==> src/hw/msm_pkg.sv <==
// constants and types for the modem spi master
package msm_pkg;

  // ---------------------------------------------------------------
  // clock and bit rate
  // ---------------------------------------------------------------
  localparam int CORE_CLK_HZ = 250_000_000;
  localparam int SCK_MAX_HZ  = 8_000_000;
  // least half period of the serial clock, rounded up
  localparam int HALF_MIN_INT =
    (CORE_CLK_HZ + 2 * SCK_MAX_HZ - 1) / (2 * SCK_MAX_HZ);
  localparam logic [7:0] HALF_MIN_CYC = 8'(HALF_MIN_INT);

  // ---------------------------------------------------------------
  // shifter geometry and reset values
  // ---------------------------------------------------------------
  localparam logic [3:0] BITS_PER_BYTE = 4'h8;
  localparam logic [7:0] BYTE_RST      = 8'h00;
  localparam logic [3:0] BITCNT_RST    = 4'h0;

  // ---------------------------------------------------------------
  // shared port e pins, bit 0 is port e bit 2
  // ---------------------------------------------------------------
  localparam int PIN_MISO = 0;
  localparam int PIN_MOSI = 1;
  localparam int PIN_SCK  = 2;
  localparam int PIN_SS   = 3;

  typedef struct packed {
    logic ss_n;  // port e bit 5, modem chip enable
    logic sck;   // port e bit 4, serial_clock_pin
    logic mosi;  // port e bit 3
    logic miso;  // port e bit 2
  } msm_pe_t;

  // direction while the controller owns the pins
  localparam msm_pe_t PE_OE_SPI = '{ss_n: 1'b1, sck: 1'b1,
                                    mosi: 1'b1, miso: 1'b0};

  // ---------------------------------------------------------------
  // shifter states
  // ---------------------------------------------------------------
  typedef enum logic [2:0] {
    ST_IDLE  = 3'b000,
    ST_LEAD  = 3'b001,
    ST_HIGH  = 3'b010,
    ST_LOW   = 3'b011,
    ST_GAP   = 3'b100,
    ST_TRAIL = 3'b101
  } msm_state_t;

endpackage : msm_pkg

==> src/hw/msm_top.sv <==
// modem spi master: buffered transmit, buffered receive, pin mux
// What this block does
// - Master only, always generates serial clock
// - Programmable rate, never above 8 MHz
// - Clock idles low, sample first edge, MSB first
// - Written byte buffered, loaded at transfer start
// - Received byte copied into separate receive buffer
// - Clock and MOSI driven out, MISO shifted in
// - Slave select output drives modem chip enable
// - Enabled controller sets direction of its pins
// - Port E bits 2-5 fall back to GPIO
module msm_top (
  input  wire logic           core_clk,   // 250 MHz core clock
  input  wire logic           arst_n,     // async reset, active low
  input  wire logic           enable,     // controller owns the pins
  input  wire logic [7:0]     rate_div,   // half period minus one, in core cycles
  input  wire logic [7:0]     tx_data,    // byte to send
  input  wire logic           tx_last,    // byte ends the transaction
  input  wire logic           tx_valid,   // write strobe
  output logic                tx_ready,   // transmit buffer empty
  output logic [7:0]          rx_data,    // last received byte
  output logic                rx_valid,   // receive buffer full
  input  wire logic           rx_read,    // receive buffer taken
  output logic                rx_overrun, // byte lost, sticky
  output logic                busy,       // transaction in progress
  input  wire msm_pkg::msm_pe_t gpio_out, // gpio data for the pins
  input  wire msm_pkg::msm_pe_t gpio_dir, // gpio direction, 1 = out
  output msm_pkg::msm_pe_t    gpio_in,    // synced pin levels
  input  wire msm_pkg::msm_pe_t pin_in,   // pin levels
  output msm_pkg::msm_pe_t    pin_out,    // pin drive values
  output msm_pkg::msm_pe_t    pin_oe      // pin enables, 1 = drive
);

  // ---------------------------------------------------------------
  // state
  // ---------------------------------------------------------------
  msm_pkg::msm_state_t state_reg;
  msm_pkg::msm_pe_t    pin_meta_reg;
  msm_pkg::msm_pe_t    pin_sync_reg;
  logic [7:0]          tx_buf_reg;
  logic                tx_buf_last_reg;
  logic                tx_full_reg;
  logic [7:0]          shift_reg;
  logic                byte_last_reg;
  logic [3:0]          bit_cnt_reg;
  logic [7:0]          cnt_reg;
  logic                sck_reg;
  logic                mosi_reg;
  logic                ss_n_reg;
  logic [7:0]          rx_data_reg;
  logic                rx_valid_reg;
  logic                rx_ovr_reg;

  // ---------------------------------------------------------------
  // decode
  // ---------------------------------------------------------------
  wire logic [7:0] half_cyc;
  wire logic       tick;
  wire logic       in_idle;
  wire logic       load_idle;
  wire logic       load_gap;
  wire logic       last_bit;
  wire logic       byte_done;
  wire logic       load_next;
  wire logic       rise;
  wire logic       tx_write;
  wire msm_pkg::msm_pe_t spi_out;

  // clamp rate to the modem ceiling
  assign half_cyc  = (rate_div < msm_pkg::HALF_MIN_CYC) ?
                     msm_pkg::HALF_MIN_CYC : rate_div;
  assign tick      = (cnt_reg == 8'h00);
  assign in_idle   = (state_reg == msm_pkg::ST_IDLE);
  assign load_idle = in_idle && tx_full_reg;
  assign load_gap  = (state_reg == msm_pkg::ST_GAP) && tx_full_reg;
  assign last_bit  = (bit_cnt_reg == msm_pkg::BITS_PER_BYTE);
  assign byte_done = (state_reg == msm_pkg::ST_HIGH) && tick && last_bit;
  assign load_next = byte_done && !byte_last_reg && tx_full_reg;
  assign rise      = tick && ((state_reg == msm_pkg::ST_LEAD) ||
                              (state_reg == msm_pkg::ST_LOW));
  assign tx_write  = tx_valid && tx_ready;
  assign tx_ready  = !tx_full_reg;
  assign rx_data   = rx_data_reg;
  assign rx_valid  = rx_valid_reg;
  assign rx_overrun = rx_ovr_reg;
  assign busy      = !in_idle;
  assign gpio_in   = pin_sync_reg;

  assign spi_out = '{ss_n: ss_n_reg, sck: sck_reg,
                     mosi: mosi_reg, miso: 1'b0};
  // module direction overrides gpio while enabled
  assign pin_out = enable ? spi_out : gpio_out;
  assign pin_oe  = enable ? msm_pkg::PE_OE_SPI : gpio_dir;

  // ---------------------------------------------------------------
  // pin synchronisers
  // ---------------------------------------------------------------
  always_ff @(posedge core_clk or negedge arst_n) begin
    if (!arst_n) begin
      pin_meta_reg <= '0;
      pin_sync_reg <= '0;
    end else begin
      pin_meta_reg <= pin_in;
      pin_sync_reg <= pin_meta_reg;
    end
  end

  // ---------------------------------------------------------------
  // transmit buffer
  // ---------------------------------------------------------------
  // hold byte until the shifter takes it
  always_ff @(posedge core_clk or negedge arst_n) begin
    if (!arst_n) begin
      tx_full_reg     <= 1'b0;
      tx_buf_reg      <= msm_pkg::BYTE_RST;
      tx_buf_last_reg <= 1'b0;
    end else if (tx_write) begin
      tx_full_reg     <= 1'b1;
      tx_buf_reg      <= tx_data;
      tx_buf_last_reg <= tx_last;
    end else if (enable && (load_idle || load_gap || load_next)) begin
      tx_full_reg     <= 1'b0;
    end
  end

  // ---------------------------------------------------------------
  // half period timer
  // ---------------------------------------------------------------
  always_ff @(posedge core_clk or negedge arst_n) begin
    if (!arst_n) begin
      cnt_reg <= 8'h00;
    end else if (!enable || in_idle || load_gap || tick) begin
      cnt_reg <= half_cyc;
    end else if (state_reg != msm_pkg::ST_GAP) begin
      cnt_reg <= cnt_reg - 8'h01;
    end
  end

  // ---------------------------------------------------------------
  // shifter sequence
  // ---------------------------------------------------------------
  // serial clock always made here
  always_ff @(posedge core_clk or negedge arst_n) begin
    if (!arst_n) begin
      state_reg     <= msm_pkg::ST_IDLE;
      sck_reg       <= 1'b0;
      mosi_reg      <= 1'b0;
      ss_n_reg      <= 1'b1;
      shift_reg     <= msm_pkg::BYTE_RST;
      byte_last_reg <= 1'b0;
      bit_cnt_reg   <= msm_pkg::BITCNT_RST;
    end else if (!enable) begin
      state_reg <= msm_pkg::ST_IDLE;
      sck_reg   <= 1'b0;
      ss_n_reg  <= 1'b1;
    end else begin
      unique case (state_reg)
        msm_pkg::ST_IDLE, msm_pkg::ST_GAP: begin
          // chip enable asserted at transaction start
          if (tx_full_reg) begin
            state_reg     <= msm_pkg::ST_LEAD;
            ss_n_reg      <= 1'b0;
            shift_reg     <= tx_buf_reg;
            mosi_reg      <= tx_buf_reg[7];
            byte_last_reg <= tx_buf_last_reg;
            bit_cnt_reg   <= msm_pkg::BITCNT_RST;
          end
        end
        msm_pkg::ST_LEAD, msm_pkg::ST_LOW: begin
          // sample on rising edge, msb first
          if (tick) begin
            state_reg   <= msm_pkg::ST_HIGH;
            sck_reg     <= 1'b1;
            shift_reg   <= {shift_reg[6:0], pin_sync_reg.miso};
            bit_cnt_reg <= bit_cnt_reg + 4'h1;
          end
        end
        msm_pkg::ST_HIGH: begin
          if (tick) begin
            sck_reg <= 1'b0;
            if (!last_bit) begin
              state_reg <= msm_pkg::ST_LOW;
              mosi_reg  <= shift_reg[7];
            end else if (byte_last_reg) begin
              state_reg <= msm_pkg::ST_TRAIL;
            end else if (tx_full_reg) begin
              // next byte follows with chip enable held
              state_reg     <= msm_pkg::ST_LEAD;
              shift_reg     <= tx_buf_reg;
              mosi_reg      <= tx_buf_reg[7];
              byte_last_reg <= tx_buf_last_reg;
              bit_cnt_reg   <= msm_pkg::BITCNT_RST;
            end else begin
              state_reg <= msm_pkg::ST_GAP;
            end
          end
        end
        msm_pkg::ST_TRAIL: begin
          // release only after the final byte
          if (tick) begin
            state_reg <= msm_pkg::ST_IDLE;
            ss_n_reg  <= 1'b1;
          end
        end
        default: begin
          state_reg <= msm_pkg::ST_IDLE;
        end
      endcase
    end
  end

  // ---------------------------------------------------------------
  // receive buffer
  // ---------------------------------------------------------------
  // copy completed byte, new byte wins over read
  always_ff @(posedge core_clk or negedge arst_n) begin
    if (!arst_n) begin
      rx_data_reg  <= msm_pkg::BYTE_RST;
      rx_valid_reg <= 1'b0;
      rx_ovr_reg   <= 1'b0;
    end else if (byte_done && enable) begin
      rx_data_reg  <= shift_reg;
      rx_valid_reg <= 1'b1;
      if (rx_valid_reg && !rx_read) begin
        rx_ovr_reg <= 1'b1;
      end
    end else if (rx_read) begin
      rx_valid_reg <= 1'b0;
      rx_ovr_reg   <= 1'b0;
    end
  end

  // ---------------------------------------------------------------
  // checks
  // ---------------------------------------------------------------
  logic [8:0] hi_len_reg;
  always_ff @(posedge core_clk or negedge arst_n) begin
    if (!arst_n) begin
      hi_len_reg <= 9'h000;
    end else begin
      hi_len_reg <= sck_reg ? hi_len_reg + 9'h001 : 9'h000;
    end
  end
endmodule : msm_top

==> config.mk <==
export PLATFORM = sky130hd
export DESIGN_NAME = msm_top
export DESIGN_NICKNAME = d
export VERILOG_FILES = /design/src/hw/msm_pkg.sv /design/src/hw/msm_top.sv
export SDC_FILE = /design/constraint.sdc
export NUM_CORES = 1
export LEC_CHECK = 0
export BUFFER_PORTS_ARGS = -buffer_cell sky130_fd_sc_hd__buf_2
export CORE_MARGIN = 4
export CORE_UTILIZATION = 55
export DETAILED_ROUTE_END_ITERATION = 8
export PLACE_DENSITY = 0.78
export SYNTH_ARGS = -nofsm -noshare
export SYNTH_HDL_FRONTEND = slang
export SYNTH_SLANG_ARGS = --single-unit
==> constraint.sdc <==
create_clock -name core_clk -period 5.6 [get_ports core_clk]
set_input_delay 1.12 -clock core_clk [delete_from_list [all_inputs] [get_ports core_clk]]
set_output_delay 1.12 -clock core_clk [all_outputs]
set_load 0.01 [all_outputs]
==> reports/results.tsv <==
metric	value	unit
status	completed	
share of cells above drive strength 1	34.8	%
io pins	58	
CP Buf/Inv Count	2	
CTS Root Cell	clkbuf_8	
FFs w/ async S/R, synth	100	%
Inserted Clock Buffers	5	
CTS max path bufs	2	
initial core utilization	57.8	%
Fin Hold WS	0.354	ns
antenna violations before repair	0	
crit path launch type	input port	
critical path class	in2out	
Arr. time, crit path	1.92	ns
Yosys cell types	55	
final core utilization	66.8	%
Hold Crit Start	pin_meta_reg[3]	
Antenna Violating Nets Remaining	0	
maximum capacitance violations	0	
YS warnings	0	
DR WL/cell	14.9	um
Peak Freq	329	MHz
Most Crowded Layer GR	met2	
Tot GR Track Use	19.4	%
leakage power	1.52	nW
Seq cells post-synth	55	
FF-to-FF setup slack	2.80	ns
non-filler cells, final	383	
worst min path class	reg2reg	
number of synthesized flops with an enable pin	0	
Worst Setup End Kind	output pin	
post-synth net total	299	
Hold Vio Cnt, Final	0	
GPL Wtd Cong	0.866	
Sink Count	55	
worst-path fanout max	18	
Worst Setup EP	pin_out[2]	
total design power	1.27	mW
fillers	421	
antenna diode instance count	0	
R2R cell count	6	
H-tree depth	2	
critical-path cell list	buf_2, mux2_2, buf_2	
RSZ-0062 raised after global routing	false	
Primary FF master, synth	dfrtp_1	
Final min period	3.04	ns
gr ovfl total	0	
Reg-to-Reg Start	bit_cnt_reg[1]	
met1 Track Usage GR	26.1	%
post-CTS setup buffer count	0	
Pwr Density	394	mW/mm^2
Finished Cell Area	0.00322	sq mm
setup TNS	0	ns
first-pass GRT wire length	9630	um
CTS tree	done	
vias in the first global route	2068	
CTS clock-pin slew for the worst setup and hold paths	0.08	ns
clk_skew	0.0108	ns
detailed placement HPWL	4090	um
Nets	354	
Worst-Margin Slew	1.03	ns
R2R Path End	shift_reg[3]	
total length of routed wires	5700	um
synthesized area	0.00278	sq mm
Req. time, crit path	4.48	ns
number of vias per cell	5.61	
cells after synthesis	261	
Place WS	2.55	ns
Core ar.	0.00482	sq mm
cell area after placement	0.00312	sq mm
via count	2147	
placed insts	376	
Area growth syn-to-layout	15.6	%
post-CTS sizing	0	
port bufs	57	
worst setup margin	2.56	ns
met2 usage	32.0	%
clk_lat worst skew	0.30	ns
GRT met3 Usage	3.17	%
peak supply drop	238	uV
period utilization	54.3	%
Initial DRC Count	159	
Avg Synthesized Cell Area	10.7	sq um
# rows	25	
Remaining DRCs	0	
register area share after synthesis	49.5	%
critical path's most frequent cell	buf_2	
TritonRoute pass-1 iters	4	
Crit. path cell count	3	
Critical-path top delay cell	mux2_2	
die area	0.00626	sq mm
CP startpoint	enable	
Slew Limit Fails	0	
cts hold-fix bufs	0	
largest net degree at the start of global routing	56	
final setup violation count	0	
CP top delay family	buffers and inverters	
Slew HR	31.5	%
crit-path max cell delay	0.38	ns
die height	79.1	um
Die X	79.1	um
metal layers:
| layer | routed length (um) | vias to the layer above | share of wire, % |
|---|---|---|---|
| met5 | 0 | - | 0 |
| met4 | 91 | 0 | 1.6 |
| met2 | 2740 | 78 | 48 |
| li1 | - | 1041 | - |
| met3 | 357 | 8 | 6.3 |
| met1 | 2510 | 1020 | 44 |
worst min path at each step:
stage,depth (start not counted),slack (ns),endpoint
final,0,0.35,gpio_in[3]
after global placement,0,0.33,gpio_in[0]
after global routing,0,0.37,gpio_in[2]
after CTS,0,0.36,gpio_in[3]
after detailed placement,0,0.33,gpio_in[3]
after floorplan,0,0.33,gpio_in[0]
power by group:
| part | internal, mW | total, mW | leakage, nW | switching (mW) |
|---|---|---|---|---|
| clock network | 0.131 | 0.252 | 0.0513 | 0.121 |
| registers | 0.504 | 0.602 | 0.682 | 0.0982 |
| logic | 0.200 | 0.413 | 0.784 | 0.213 |
| total | 0.835 | 1.27 | 1.52 | 0.432 |
cells in the final DEF, fill, tap and decap left out, types with 6 or more instances in the layout:
cell | Yosys | layout
nor2b_1 | 6 | 6
nand2_1 | 34 | 34
a21oi_1 | 14 | 14
o21ai_0 | 13 | 13
mux2_2 | 30 | 30
dfrtp_1 | 54 | 54
nor2_1 | 8 | 8
inv_1 | 9 | 9
nand2b_1 | 6 | 6
buf_2 | 2 | 57
worst reg2reg max path, delay by kind of cell, from the launching register on:
family	cells	cell delay (ns)
muxes	1	0.43
and+or+nand+nor	2	0.74
adders and majority gates	1	0.20
AOI/OAI and AO/OA	1	0.80
DFF	1	0.42
buffers and inverters	1	0.09
cell usage after synthesis, drive strengths merged (2+ instances only):
library cell	number	area [sq um]
nor2b	6	37.5
nor2	8	30.0
nand2	34	128
ha	4	50.1
or3	2	12.5
a21oi	14	70.1
o211ai	2	15.0
o21ai	14	73.8
nand3b	2	15.0
a211oi	3	22.5
dfrtp	54	1350
or2	5	31.3
a31oi	5	31.3
buf	4	28.8
nor3b	4	35.0
nor3	4	20.0
clkbuf	8	30.0
nor4	3	33.8
or4b	2	23.8
nand2b	7	51.3
xnor2	4	35.0
nand3	5	25.0
inv	9	33.8
mux2	31	349
o2111ai	3	26.3
and3	3	18.8
final cells by class:
cell class              instances  area, sq um  area share (%)
clock buffers                   6         72.6            2.26
clock inverters                 1         30.0           0.933
well taps                      67         83.8            2.60
flip-flops and latches         55         1380            42.8
repair buffers                 60          308            9.56
multi-input cells             184         1310            40.7
inverters                      10         37.5            1.17
cell families (layout without fill, tap and decap cells):
logic type                 count (synthesis)  count (layout)  synth area share (%)
and+or+nand+nor                           90              90                  18.3
DFF                                       55              55                  49.5
AOI/OAI and AO/OA                         54              54                  12.8
muxes                                     32              32                  12.9
buffers and inverters                     22              77                  3.46
adders and majority gates                  4               4                  1.80
xor gates and xnor gates                   4               4                  1.26
No activity file was read; power rests on OpenSTA's default activity.
